$ cat config.mk
export PLATFORM = sky130hd
export DESIGN_NAME = atg_trigger_gate
export DESIGN_NICKNAME = d
export VERILOG_FILES = /design/src/atg_pkg.sv /design/src/atg_trigger_gate.sv /design/src/atg_pulse_gen.sv
export SDC_FILE = /design/constraint.sdc
export NUM_CORES = 1
export LEC_CHECK = 0
export BUFFER_PORTS_ARGS = -buffer_cell sky130_fd_sc_hd__buf_2
export CAP_MARGIN = 40
export CORE_MARGIN = 2
export CORE_UTILIZATION = 50
export DETAILED_ROUTE_END_ITERATION = 6
export GPL_TIMING_DRIVEN = 0
export PLACE_DENSITY_LB_ADDON = 0.25
export SLEW_MARGIN = 20
export SYNTH_ARGS = -nofsm -noshare
export SYNTH_HDL_FRONTEND = slang
export SYNTH_HIERARCHICAL = 1
export SYNTH_SLANG_ARGS = --single-unit
$ cat constraint.sdc
create_clock -name mclk -period 4.9 [get_ports mclk]
set_input_delay 0 -clock mclk [delete_from_list [all_inputs] [get_ports mclk]]
set_output_delay 0 -clock mclk [all_outputs]
set_load 0.02 [all_outputs]
$ cat src/atg_pkg.sv
package atg_pkg;
   // ********************************************************************
   // register map (byte addresses)
   // ********************************************************************
   localparam logic [11:0] ADDR_CTRL = 12'h000;
   localparam logic [11:0] ADDR_DIVISOR = 12'h004;
   localparam logic [11:0] ADDR_STATUS = 12'h008;
   localparam logic [11:0] ADDR_GPOUT = 12'h00C;
   localparam logic [11:0] ADDR_GPIN = 12'h010;
   localparam logic [11:0] ADDR_PULSECNT = 12'h014;

   // ********************************************************************
   // control field positions
   // ********************************************************************
   localparam int CTRL_START_BIT = 0;
   localparam int CTRL_STOP_BIT = 1;
   localparam int CTRL_SRC_BIT = 2;
   localparam int CTRL_KIND_BIT = 3;
   localparam int CTRL_POL_LSB = 4;

   // ********************************************************************
   // settings and reset values
   // ********************************************************************
   localparam logic START_SOURCE_SOFTWARE = 1'b0;
   localparam logic START_SOURCE_EXTERNAL = 1'b1;
   localparam logic KIND_EDGE = 1'b0;
   localparam logic KIND_LEVEL = 1'b1;
   localparam logic [1:0] POLARITY_NEGATIVE = 2'h0;
   localparam logic [1:0] POLARITY_POSITIVE = 2'h1;
   localparam logic [1:0] POLARITY_BOTH = 2'h2;

   localparam logic [31:0] DIVISOR_RESET = 32'h0000_01F4;
   localparam logic [15:0] GPOUT_RESET = 16'h0000;
   localparam int SYNC_STAGES = 2;

   typedef enum logic [1:0] {
      ATG_IDLE,
      ATG_ARMED,
      ATG_RUN
   } atg_state_e;
endpackage

$ cat src/atg_trigger_gate.sv
// Decided for this implementation: the APB register port and the placing of the registers.
`timescale 1ns/1ps
// Notes on behaviour
// - software source: init write issues a converter start pulse
// - software source: conversion begins at once, no external condition
// - work pulses repeat with period set by the sampling divisor
// - external source: hold off conversion until trigger condition met
// - external trigger comes only from the trigger input pin
// - trigger kind selects edge or level operation
// - edge, negative: falling transition starts conversion
// - edge, positive: rising transition starts conversion
// - edge, both: any transition starts conversion
// - after edge start, later trigger changes ignored until acquisition ends
// - level, negative: convert only while trigger low
// - level, positive: convert only while trigger high
// - level, both: behaves as software start source
// - general purpose outputs are low after power-on
module atg_trigger_gate #(
   parameter int DIV_WIDTH = 32,
   parameter int GPIO_WIDTH = 16
) (
   input wire logic mclk,
   input wire logic resetn,
   input wire logic psel,
   input wire logic penable,
   input wire logic pwrite,
   input wire logic [11:0] paddr,
   input wire logic [31:0] pwdata,
   output logic [31:0] prdata,
   output logic pready,
   output logic pslverr,
   input wire logic triggerIn,
   input wire logic [GPIO_WIDTH-1:0] gpInputs,
   output logic [GPIO_WIDTH-1:0] gpOutputs,
   output logic convStart,
   output logic convPulse,
   output logic convActive
);
   // ********************************************************************
   // settings registers
   // ********************************************************************
   logic startSourceSelect_ff;
   logic triggerKindSelect_ff;
   logic [1:0] triggerPolaritySelect_ff;
   logic [DIV_WIDTH-1:0] divisor_ff;
   logic [GPIO_WIDTH-1:0] gpOut_ff;
   logic [31:0] pulseCount_ff;
   logic [31:0] prdata_ff;
   logic pready_ff;
   logic pslverr_ff;
   logic convStart_ff;
   logic convPulse_ff;
   logic convActive_ff;
   localparam int SYNC_STAGES_W = atg_pkg::SYNC_STAGES;
   logic [SYNC_STAGES_W-1:0] trigSync_ff;
   logic trigPrev_ff;
   atg_pkg::atg_state_e state_ff;
   atg_pkg::atg_state_e nxt_state;

   // ********************************************************************
   // apb decode
   // ********************************************************************
   wire logic setup = psel && !penable;
   wire logic wrAccess = psel && penable && pwrite && pready_ff;
   wire logic hitCtrl = paddr == atg_pkg::ADDR_CTRL;
   wire logic hitDiv = paddr == atg_pkg::ADDR_DIVISOR;
   wire logic hitStat = paddr == atg_pkg::ADDR_STATUS;
   wire logic hitGpOut = paddr == atg_pkg::ADDR_GPOUT;
   wire logic hitGpIn = paddr == atg_pkg::ADDR_GPIN;
   wire logic hitCnt = paddr == atg_pkg::ADDR_PULSECNT;
   wire logic mapped = hitCtrl || hitDiv || hitStat || hitGpOut || hitGpIn || hitCnt;
   wire logic wrCtrl = wrAccess && hitCtrl;
   wire logic startCmd = wrCtrl && pwdata[atg_pkg::CTRL_START_BIT];
   wire logic stopCmd = wrCtrl && pwdata[atg_pkg::CTRL_STOP_BIT];
   // settings are taken only while idle, so a run keeps its mode
   wire logic cfgWrite = wrCtrl && (state_ff == atg_pkg::ATG_IDLE);

   wire logic [31:0] ctrlView = {26'h000_0000, triggerPolaritySelect_ff,
      triggerKindSelect_ff, startSourceSelect_ff, 2'h0};
   wire logic [31:0] statView = {29'h0000_0000, trigSync_ff[SYNC_STAGES_W-1],
      convActive_ff, state_ff != atg_pkg::ATG_IDLE};
   wire logic [31:0] rdMux = hitCtrl ? ctrlView :
      hitDiv ? 32'(divisor_ff) :
      hitStat ? statView :
      hitGpOut ? 32'(gpOut_ff) :
      hitGpIn ? 32'(gpInputs) :
      hitCnt ? pulseCount_ff : 32'h0000_0000;

   // ********************************************************************
   // trigger synchroniser and detection
   // ********************************************************************
   // only the last stage is looked at; the first may be metastable
   wire logic trig = trigSync_ff[SYNC_STAGES_W-1];
   wire logic rise = trig && !trigPrev_ff;
   wire logic fall = !trig && trigPrev_ff;
   wire logic edgeHit = (triggerPolaritySelect_ff == atg_pkg::POLARITY_NEGATIVE) ? fall :
      (triggerPolaritySelect_ff == atg_pkg::POLARITY_POSITIVE) ? rise :
      (rise || fall);
   wire logic levelOk = (triggerPolaritySelect_ff == atg_pkg::POLARITY_NEGATIVE) ? !trig :
      (triggerPolaritySelect_ff == atg_pkg::POLARITY_POSITIVE) ? trig :
      1'b1;
   wire logic isLevel = triggerKindSelect_ff == atg_pkg::KIND_LEVEL;
   wire logic softLike = (startSourceSelect_ff == atg_pkg::START_SOURCE_SOFTWARE) ||
      (isLevel && triggerPolaritySelect_ff == atg_pkg::POLARITY_BOTH);

   // ********************************************************************
   // sequencer
   // ********************************************************************
   always_comb begin
      nxt_state = state_ff;
      case (state_ff)
         atg_pkg::ATG_IDLE: begin
            if (startCmd) begin
               nxt_state = softLike ? atg_pkg::ATG_RUN : atg_pkg::ATG_ARMED;
            end
         end
         atg_pkg::ATG_ARMED: begin
            if (stopCmd) begin
               nxt_state = atg_pkg::ATG_IDLE;
            end else if (isLevel ? levelOk : edgeHit) begin
               // level runs also wait for the pin, so the start pulse meets an open gate
               nxt_state = atg_pkg::ATG_RUN;
            end
         end
         atg_pkg::ATG_RUN: begin
            if (stopCmd) begin
               nxt_state = atg_pkg::ATG_IDLE;
            end
         end
         default: nxt_state = atg_pkg::ATG_IDLE;
      endcase
   end

   // edge runs ignore the pin once started; level runs gate on it unless the polarity is both or the source is software
   wire logic nxtActive = (nxt_state == atg_pkg::ATG_RUN) &&
      (softLike || !isLevel || levelOk);
   wire logic runEntry = (nxt_state == atg_pkg::ATG_RUN) && (state_ff != atg_pkg::ATG_RUN);
   wire logic tick;

   atg_pulse_gen #(
      .WIDTH(DIV_WIDTH)
   ) u_pulse (
      .mclk(mclk),
      .resetn(resetn),
      .enable(nxtActive),
      .restart(nxtActive && (runEntry || !convActive_ff)),
      .divisor(divisor_ff),
      .tick(tick)
   );

   // ********************************************************************
   // state and settings
   // ********************************************************************
   always_ff @(posedge mclk or negedge resetn) begin
      if (!resetn) begin
         state_ff <= atg_pkg::ATG_IDLE;
         trigSync_ff <= '0;
         trigPrev_ff <= 1'b0;
         convStart_ff <= 1'b0;
         convActive_ff <= 1'b0;
         convPulse_ff <= 1'b0;
      end else begin
         state_ff <= nxt_state;
         trigSync_ff <= {trigSync_ff[SYNC_STAGES_W-2:0], triggerIn};
         trigPrev_ff <= trig;
         convStart_ff <= runEntry;
         convActive_ff <= nxtActive;
         convPulse_ff <= tick && convActive_ff;
      end
   end

   always_ff @(posedge mclk or negedge resetn) begin
      if (!resetn) begin
         startSourceSelect_ff <= atg_pkg::START_SOURCE_SOFTWARE;
         triggerKindSelect_ff <= atg_pkg::KIND_EDGE;
         triggerPolaritySelect_ff <= atg_pkg::POLARITY_NEGATIVE;
         divisor_ff <= DIV_WIDTH'(atg_pkg::DIVISOR_RESET);
         gpOut_ff <= GPIO_WIDTH'(atg_pkg::GPOUT_RESET);
      end else begin
         if (cfgWrite) begin
            startSourceSelect_ff <= pwdata[atg_pkg::CTRL_SRC_BIT];
            triggerKindSelect_ff <= pwdata[atg_pkg::CTRL_KIND_BIT];
            triggerPolaritySelect_ff <= pwdata[atg_pkg::CTRL_POL_LSB+:2];
         end
         if (wrAccess && hitDiv && state_ff == atg_pkg::ATG_IDLE) begin
            divisor_ff <= pwdata[DIV_WIDTH-1:0];
         end
         if (wrAccess && hitGpOut) begin
            gpOut_ff <= pwdata[GPIO_WIDTH-1:0];
         end
      end
   end

   // ********************************************************************
   // apb answer: no wait state, read data valid with pready
   // ********************************************************************
   always_ff @(posedge mclk or negedge resetn) begin
      if (!resetn) begin
         pready_ff <= 1'b0;
         pslverr_ff <= 1'b0;
         prdata_ff <= 32'h0000_0000;
         pulseCount_ff <= 32'h0000_0000;
      end else begin
         pready_ff <= setup;
         pslverr_ff <= setup && !mapped;
         prdata_ff <= (setup && !pwrite) ? rdMux : 32'h0000_0000;
         if (runEntry) begin
            pulseCount_ff <= 32'h0000_0000;
         end else if (convPulse_ff) begin
            pulseCount_ff <= pulseCount_ff + 32'h0000_0001;
         end
      end
   end

   assign prdata = prdata_ff;
   assign pready = pready_ff;
   assign pslverr = pslverr_ff;
   assign gpOutputs = gpOut_ff;
   assign convStart = convStart_ff;
   assign convPulse = convPulse_ff;
   assign convActive = convActive_ff;
endmodule // atg_trigger_gate

$ cat src/atg_pulse_gen.sv
`timescale 1ns/1ps
// ***********************************************************************
// periodic work pulse divider
// ***********************************************************************
module atg_pulse_gen #(
   parameter int WIDTH = 32
) (
   input wire logic mclk,
   input wire logic resetn,
   input wire logic enable,
   input wire logic restart,
   input wire logic [WIDTH-1:0] divisor,
   output logic tick
);
   logic [WIDTH-1:0] count_ff;
   logic tick_ff;
   wire logic atTerm = (count_ff >= divisor - WIDTH'(1)) || (divisor == '0);

   always_ff @(posedge mclk or negedge resetn) begin
      if (!resetn) begin
         count_ff <= '0;
         tick_ff <= 1'b0;
      end else if (restart || !enable) begin
         // first pulse of a run comes out at once, later ones every divisor cycles
         count_ff <= '0;
         tick_ff <= restart;
      end else begin
         count_ff <= atTerm ? '0 : count_ff + WIDTH'(1);
         tick_ff <= atTerm;
      end
   end

   assign tick = tick_ff;
endmodule // atg_pulse_gen

==> results of run 1 <==
==> synth_stat cells (all sizes together) (2+ instances only) <==
cell | n | area [µm²]
ha | 38 | 475
nor3 | 16 | 85.1
nand2b | 2 | 12.5
o2bb2ai | 10 | 87.6
xnor2 | 40 | 350
nand2 | 46 | 173
dfstp | 6 | 158
nor4b | 4 | 56.3
o41ai | 2 | 17.5
or2 | 7 | 43.8
nand3b | 3 | 22.5
inv | 15 | 56.3
dfrtp | 153 | 3830
xor2 | 52 | 455
nand3 | 30 | 150
nand4 | 21 | 131
a21boi | 2 | 15.0
mux2 | 52 | 586
buf | 14 | 115
or4 | 6 | 60.1
and3 | 12 | 75.1
a21oi | 29 | 145
a41oi | 3 | 26.3
clkbuf | 18 | 67.6
nor2b | 5 | 31.3
and2 | 10 | 62.6
nor2 | 134 | 510
mux2i | 2 | 20.0
a211oi | 2 | 15.0
or3 | 6 | 37.5
and4 | 7 | 61.3
a211o | 2 | 17.5
a22oi | 31 | 233
o21ai | 19 | 103
or3b | 2 | 17.5
o22ai | 5 | 31.3
a21o | 2 | 15.0
nor4 | 17 | 149
==> per-stage QoR <==
step                      util (%)  cell area (µm²)  total power (W)  setup TNS, ns
after global routing          63.0            10500          0.00288              0
final                         63.0            10500          0.00278              0
after global placement        56.7             9470          0.00152         -0.200
after floorplan                  -             8610          0.00144              0
after detailed placement      57.0             9520          0.00153          -2.30
after CTS                     62.7            10500          0.00280              0
==> registers in the layout, summed over array words and instances (netlist names) <==
name,cells
state_ff,2
convPulse,1
triggerPolaritySelect_ff,2
gpOutputs,16
u_pulse/count_ff,32
pready,1
divisor_ff,32
convActive,1
pslverr,1
convStart,1
u_pulse/tick,1
trigPrev_ff,1
prdata,32
startSourceSelect_ff,1
pulseCount_ff,32
trigSync_ff,2
isLevel,1
==> power breakdown <==
| group | internal [W] | switching, W |
|---|---|---|
| clock network | 0.000720 | 0.000530 |
| registers | 0.00134 | 0.0000331 |
| logic | 0.0000709 | 0.0000873 |
| total | 0.00213 | 0.000651 |
==> worst max-delay path, cell delays in order (launching register included) <==
cell and delay, ns:
sky130_fd_sc_hd__dfrtp_1 0.45, sky130_fd_sc_hd__or4_4 0.56, sky130_fd_sc_hd__or4_4 0.46, sky130_fd_sc_hd__or4_4 0.51, sky130_fd_sc_hd__or3b_1 0.40, sky130_fd_sc_hd__buf_6 0.15, sky130_fd_sc_hd__nor4_4 0.21, sky130_fd_sc_hd__xnor2_1 0.15
sky130_fd_sc_hd__ha_1 0.26, sky130_fd_sc_hd__nand4_1 0.20, sky130_fd_sc_hd__nor3_1 0.11, sky130_fd_sc_hd__a211o_1 0.31, sky130_fd_sc_hd__nor4b_2 0.31, sky130_fd_sc_hd__o21ai_2 0.15, sky130_fd_sc_hd__clkbuf_2 0.22, sky130_fd_sc_hd__nor2_1 0.14
==> how the worst max path moves through the flow <==
stage / from / endpoint / depth (start not counted)
after global placement: divisor_ff[3] / u_pulse/count_ff[30] / 15
after detailed placement: divisor_ff[3] / u_pulse/count_ff[26] / 15
after floorplan: divisor_ff[3] / u_pulse/count_ff[23] / 15
final: divisor_ff[3] / u_pulse/count_ff[21] / 15
after global routing: divisor_ff[3] / u_pulse/count_ff[21] / 15
after CTS: divisor_ff[3] / u_pulse/count_ff[28] / 15
==> metal layers <==
| metal | wire length (µm) | share of wire [%] | track usage (%) | vias to the layer above |
|---|---|---|---|---|
| li1 | - | - | - | 3336 |
| met1 | 9690 | 44 | 33.3 | 3435 |
| met2 | 11000 | 50 | 41.8 | 183 |
| met3 | 1160 | 5.2 | 5.80 | 25 |
| met4 | 378 | 1.7 | 7.12 | 0 |
| met5 | 0 | 0 | 0 | - |
==> timing repair <==
action,4_1_cts,5_1_grt
pin swaps,0,1
setup endpoints to repair,30,30
gates resized for setup,4,8
endpoints found under the hold margin,145,0
hold buffers,40,0
==> cells in the final DEF (no fill, tap or decap), types with 6 or more instances in the layout <==
cell,synthesis,layout
sky130_fd_sc_hd__o2bb2ai_1,10,10
sky130_fd_sc_hd__and4_1,7,7
sky130_fd_sc_hd__mux2_2,42,42
sky130_fd_sc_hd__a22oi_1,31,31
sky130_fd_sc_hd__nor2_1,133,133
sky130_fd_sc_hd__nand2_1,46,46
sky130_fd_sc_hd__xnor2_1,40,40
sky130_fd_sc_hd__dlygate4sd3_1,0,40
sky130_fd_sc_hd__clkbuf_16,0,17
sky130_fd_sc_hd__clkinv_2,0,6
sky130_fd_sc_hd__buf_2,5,124
sky130_fd_sc_hd__clkbuf_1,18,17
sky130_fd_sc_hd__a21oi_1,29,29
sky130_fd_sc_hd__xor2_1,52,52
sky130_fd_sc_hd__nor3_1,15,15
sky130_fd_sc_hd__nand3_1,30,30
sky130_fd_sc_hd__mux2_1,10,10
sky130_fd_sc_hd__or2_2,6,6
sky130_fd_sc_hd__and3_1,12,12
sky130_fd_sc_hd__nand4_1,21,21
sky130_fd_sc_hd__nor4_1,13,11
sky130_fd_sc_hd__or3_1,6,6
sky130_fd_sc_hd__inv_1,15,15
sky130_fd_sc_hd__dfstp_2,6,6
sky130_fd_sc_hd__ha_1,38,38
sky130_fd_sc_hd__dfrtp_1,153,153
sky130_fd_sc_hd__and2_1,9,9
sky130_fd_sc_hd__o21ai_0,16,16
==> cell type report <==
cell class	count	area (µm²)
Multi-Input combinational cell	630	4420
Antenna cell	1	2.50
Clock buffer	21	460
Sequential cell	159	3990
Clock inverter	11	91.3
Fill cell	1382	6180
Buffer	32	189
Inverter	15	56.3
Timing Repair Buffer	161	1040
Tap cell	220	275
==> cells by family (layout without fill, tap and decap cells) <==
group                    count (synthesis)  in the layout
AND/OR/NAND/NOR                        331            331
flip-flops                             159            159
AO/OA/AOI/OAI                          115            115
XOR/XNOR                                92             92
multiplexers                            54             54
buffers and inverters                   47            240
adder cells (fa/ha/maj)                 38             38
other                                    0              1
==> results.yml, run 1 <==
route:
  initialDrtViolationCount: 341
  antenna_left: 0
  drtPass1Iterations: 5
  routed_wirelength_mm: 22.3
  vias_per_cell: 5.58
  detailroute.via_count: 6979
  routed_wire_length_per_instance_um: 17.8
  detail_route.drc_violations: 0
clock_network:
  clockBufferDepth: 2
  cts_tree: "yes"
  clock_sinks: 159
  cts-buffers-inserted: 17
  worstSkewPairLatency_ns: 0.43
  setup_bufs_post_cts: 0
  cts.htree.levels: 4
  ctsRootBufferMaster: "sky130_fd_sc_hd__clkbuf_16"
  clk_pin_slew_ns: 0.06
synth:
  synth-edff-count: 0
  summed_instance_area_of_the_synthesized_netlist_mm2: 0.00861
  synth.area.mux_share_pct: 7.03
  syn_nets: 940
  yosysUniqueCellTypes: 65
  synth-simple-area-share_pct: 19.8
  postSynth.topFlopCell: "sky130_fd_sc_hd__dfrtp_1"
  synth_xor_xnor_area_share_pct: 9.36
  asyncSetResetFlopFracSynth_pct: 100
  average_cell_area_after_synthesis_um2: 10.3
  synthesis.yosys.warnings: 6
  syn-instance-count: 836
  largest_family_of_logic_cells_by_synthesized_area: "simple AND/OR/NAND/NOR gates"
  synth.ff_latch_count: 159
  post_synthesis_compound_gate_area_fraction_pct: 9.20
  synth_sequential_area_ratio_pct: 46.3
  synth-adder-area-share_pct: 5.52
critical_path:
  timing.critical_path.from_type: "flip-flop"
  critPathArrivalTime_ns: 5.03
  crit_type: "reg -> reg"
  worstReg2RegStart: "divisor_ff[3]"
  rrSetupSlack_ns: 0.23
  r2r_end: "u_pulse/count_ff[21]"
  critical_path_required_ns: 5.26
  critical_path.endpoint_type: "flip-flop"
  worstPathMaxFanout: 10
  r2r_cells: 15
sta:
  holdWs_ns: -0.000105
  timing_hold_violations_final: 1
  finalCriticalPeriod_ns: 4.67
  worst_clock_skew_ns: 0.0102
  max_freq_ghz: 0.214
  measured_slew_at_the_worst_slew_check_pin_ns: 0.781
  rsz0062_at_grt: "false"
  timing.final.setup_violations: 0
  finalCritPeriodShare_pct: 95.3
  slew_headroom_pct: 47.5
  maxSlewViolCount: 0
  setup_slack_after_layout_ns: 0.230
placement:
  finalWeightedCongestion: 0.881
  detailedPlacementHpwl_mm: 15.9
  dp_slack_ns: -0.155
  number_of_cells_in_the_design_after_placement: 1176
  port_buffers: 117
power_and_ir_drop:
  irDropWorstVdd_uv: 285
  leakage_nw: 5.08
  power_per_cell_area_mw_per_mm2: 264
hold_path:
  timing.hold.worst.start: "gpInputs[8]"
  hold_path.class: "in -> reg"
  min_delay_worst_endpoint: "prdata[8]"
  timing.hold.worst_path_depth: 5
floorplan:
  row_count: 47
  die-area_mm2: 0.0183
  fp.dieH_um: 135
  ioPinCount: 119
  die_w_um: 135
  fp.coreArea_mm2: 0.0167
  start_util_pct: 51.5
layout:
  layout-area-overhead-vs-synth_pct: 22.2
  layout-drive-gt1-share_pct: 23.6
  design.final.nets: 1120
  finish.cell_count_without_fillers: 1250
outcome:
  outcome: "finished with violations"
  failed_checks: "hold timing"
grt:
  grt_max_degree: 84
  grt_first_pass_wirelength_mm: 35.5
  grt_use_total_pct: 25.2
  initial_antenna_violation_count: 1
  via_count_of_the_first_global_routing_pass: 6831
  grt_remaining_overflow: 0
job:
  drv.max_cap_violation_count: 0
No activity file was read; power rests on OpenSTA's default activity.
==> run 2, diff against run 1 <==
--- a/config.mk
+++ b/config.mk
@@ -5,11 +5,11 @@
 export SDC_FILE = /design/constraint.sdc
 export NUM_CORES = 1
 export LEC_CHECK = 0
-export BUFFER_PORTS_ARGS = -buffer_cell sky130_fd_sc_hd__buf_2
 export CAP_MARGIN = 40
 export CORE_MARGIN = 2
 export CORE_UTILIZATION = 50
 export DETAILED_ROUTE_END_ITERATION = 6
+export DONT_BUFFER_PORTS = 1
 export GPL_TIMING_DRIVEN = 0
 export PLACE_DENSITY_LB_ADDON = 0.25
 export SLEW_MARGIN = 20
==> run 2 against run 1 <==
  * The flow now finishes without violations
  * Combinational power is 16% lower
  * Non-clock buffer count shrank 109
  * Cell count down 8.7%
  * Core utilization decreased by 2.3 points
  * Global-route usage decreased by 1.0 points
  * Wire length down 3.5%
  * Count of clock-buffer cells in the layout fell by 2
  * Flip-flop and latch count unchanged
  * Via count decreased by 4.8%
  * Register-to-register slack better by 0.02 ns
  * Hold slack better by 0.015 ns
  * Clock power increased by 22%
  * Critical endpoint is now u_pulse/count_ff[29]
==> results.yml, run 2 (synthesis results as in run 1) <==
sta:
  finalCriticalPeriod_ns: 4.65
  slew_headroom_pct: 42.9
  timing_hold_violations_final: 0
  timing.final.setup_violations: 0
  maxSlewViolCount: 0
  worst_clock_skew_ns: 0.00820
  finalCritPeriodShare_pct: 94.9
  timing.setup.tns_ns: 0
  setup_slack_after_layout_ns: 0.249
  measured_slew_at_the_worst_slew_check_pin_ns: 0.848
  max_freq_ghz: 0.215
  rsz0062_at_grt: "false"
  holdWs_ns: 0.0149
floorplan:
  row_count: 47
  start_util_pct: 51.5
  fp.dieH_um: 135
  die_w_um: 135
  die-area_mm2: 0.0183
  fp.coreArea_mm2: 0.0167
  ioPinCount: 119
critical_path:
  r2r_cells: 15
  worst_setup_path_startpoint: "divisor_ff[3]"
  critPathMostFrequentCell: "sky130_fd_sc_hd__or4_4"
  timing.critical_path.from_type: "flip-flop"
  critical_path_required_ns: 5.26
  worst_path_dominant_cell_family: "simple AND/OR/NAND/NOR gates"
  critPathSlowestCell: "sky130_fd_sc_hd__or4_4"
  worstPathMaxFanout: 10
  rrSetupSlack_ns: 0.25
  crit_path_capture: "u_pulse/count_ff[29]"
  worstSetupPathDepth: 15
  r2r_end: "u_pulse/count_ff[29]"
  critical_path.cell_chain: "or4_4, or4_4, or4_4, or3b_1, buf_6, nor4_4, xnor2_1, ha_1, nand4_1, nor3_1, a211o_1, nor4b_2, o21ai_2, clkbuf_4, nor2_1"
  worstReg2RegStart: "divisor_ff[3]"
  slowest_delay_ns: 0.54
  critical_path.endpoint_type: "flip-flop"
  crit_type: "reg -> reg"
  critical_path.n_buffers_inverters: 2
  critPathArrivalTime_ns: 5.01
clock_network:
  ctsRootBufferMaster: "sky130_fd_sc_hd__clkbuf_16"
  clockBufferDepth: 2
  clock_sinks: 159
  cts-buffers-inserted: 17
  cts_tree: "yes"
  clk_pin_slew_ns: 0.06
  worstSkewPairLatency_ns: 0.43
  cts.htree.levels: 4
hold_path:
  timing.hold.worst.start: "paddr[4]"
  hold_path.class: "in -> reg"
route:
  initialDrtViolationCount: 427
  routed_wirelength_mm: 21.5
  routed_wire_length_per_instance_um: 18.8
  antenna_left: 0
  drtPass1Iterations: 5
  detailroute.via_count: 6641
  detail_route.drc_violations: 0
  vias_per_cell: 5.82
grt:
  global_route.usage.met1_pct: 31.3
  grt_first_pass_wirelength_mm: 34.3
  grt_use_total_pct: 24.2
  via_count_of_the_first_global_routing_pass: 6588
  met3_usage_pct: 6.14
  global_route.peak_usage_layer: "met2"
  grt_remaining_overflow: 0
  grt.met2_usage_pct: 39.9
  grt_max_degree: 160
  initial_antenna_violation_count: 1
power_and_ir_drop:
  power_per_cell_area_mw_per_mm2: 299
  irDropWorstVdd_uv: 251
  finalPower_w: 0.00303
  leakage_nw: 4.62
layout:
  design.final.nets: 1011
  final_util_pct: 60.7
  layout-drive-gt1-share_pct: 14.0
  layout.filler_cells: 1391
  layout-area-overhead-vs-synth_pct: 17.7
  layout.cells.most_common: "sky130_fd_sc_hd__dfrtp_1"
  layout_common_cells: "sky130_fd_sc_hd__dfrtp_1 (152), sky130_fd_sc_hd__nor2_1 (133), sky130_fd_sc_hd__xor2_1 (52)"
placement:
  finalWeightedCongestion: 0.860
  port_buffers: 0
  detailedPlacementHpwl_mm: 15.3
  dp_slack_ns: -0.105
job:
  drv.max_cap_violation_count: 0
outcome:
  outcome: "complete, no violations"
[run 2: cell types whose count changed in the layout (fill, tap and decap cells not counted), sizes merged]
cell / change
buf: -117
bufinv: +5
clkbuf: -2
clkinv: -2
clkinvlp: -2
dlygate4sd3: +8
inv: +1
[run 2: worst min-delay path by stage]
stage | to | depth (start not counted)
global placement | u_pulse/count_ff[25] | 0
floorplan | convActive | 0
finish | prdata[4] | 4
global route | prdata[4] | 4
detailed placement | u_pulse/count_ff[24] | 0
CTS | prdata[1] | 4
[run 2: timing repair]
| action | 4_1_cts | 5_1_grt |
|---|---|---|
| pin swaps | 0 | 1 |
| buffers inserted | 0 | 0 |
| hold endpoints to repair | 229 | 0 |
| gates resized for setup | 3 | 9 |
| hold buffers | 49 | 0 |
| setup endpoints to repair | 20 | 33 |
[run 2: layout make-up]
class / instances / area [µm²] / share of cell area (%)
well taps: 220 / 275 / 2.72
diodes: 1 / 2.50 / 0.0247
repair buffers: 52 / 523 / 5.16
inverters: 15 / 56.3 / 0.556
clock buffers: 19 / 453 / 4.47
flip-flops and latches: 159 / 3990 / 39.4
clock inverters: 13 / 233 / 2.30
plain buffers: 32 / 189 / 1.86
multi-input cells: 630 / 4410 / 43.6
[run 2: where the power goes]
part / switching, W / internal (W)
sequential: 0.0000335 / 0.00134
combinational: 0.0000764 / 0.0000561
clock: 0.000546 / 0.000985
[run 2: tightest hold or removal path, delay by kind of cell]
family / cells / cell delay [ns]
compound gates: 2 / 0.18
simple gates: 2 / 0.21
[run 2: through the flow]
step | area, µm² | std cells
6_report | 10100 | 1141
5_1_grt | 10100 | 1141
4_1_cts | 10100 | 1139
3_5_place_dp | 8890 | 1058
3_3_place_gp | 8880 | 1056
2_1_floorplan | 8610 | 836
[run 2: layer usage]
metal | up-vias | wire length, µm | share of wire [%]
li1 | 3118 | - | -
met1 | 3273 | 9210 | 43
met2 | 217 | 10400 | 48
met3 | 33 | 1430 | 6.7
met4 | 0 | 453 | 2.1
met5 | - | 0 | 0
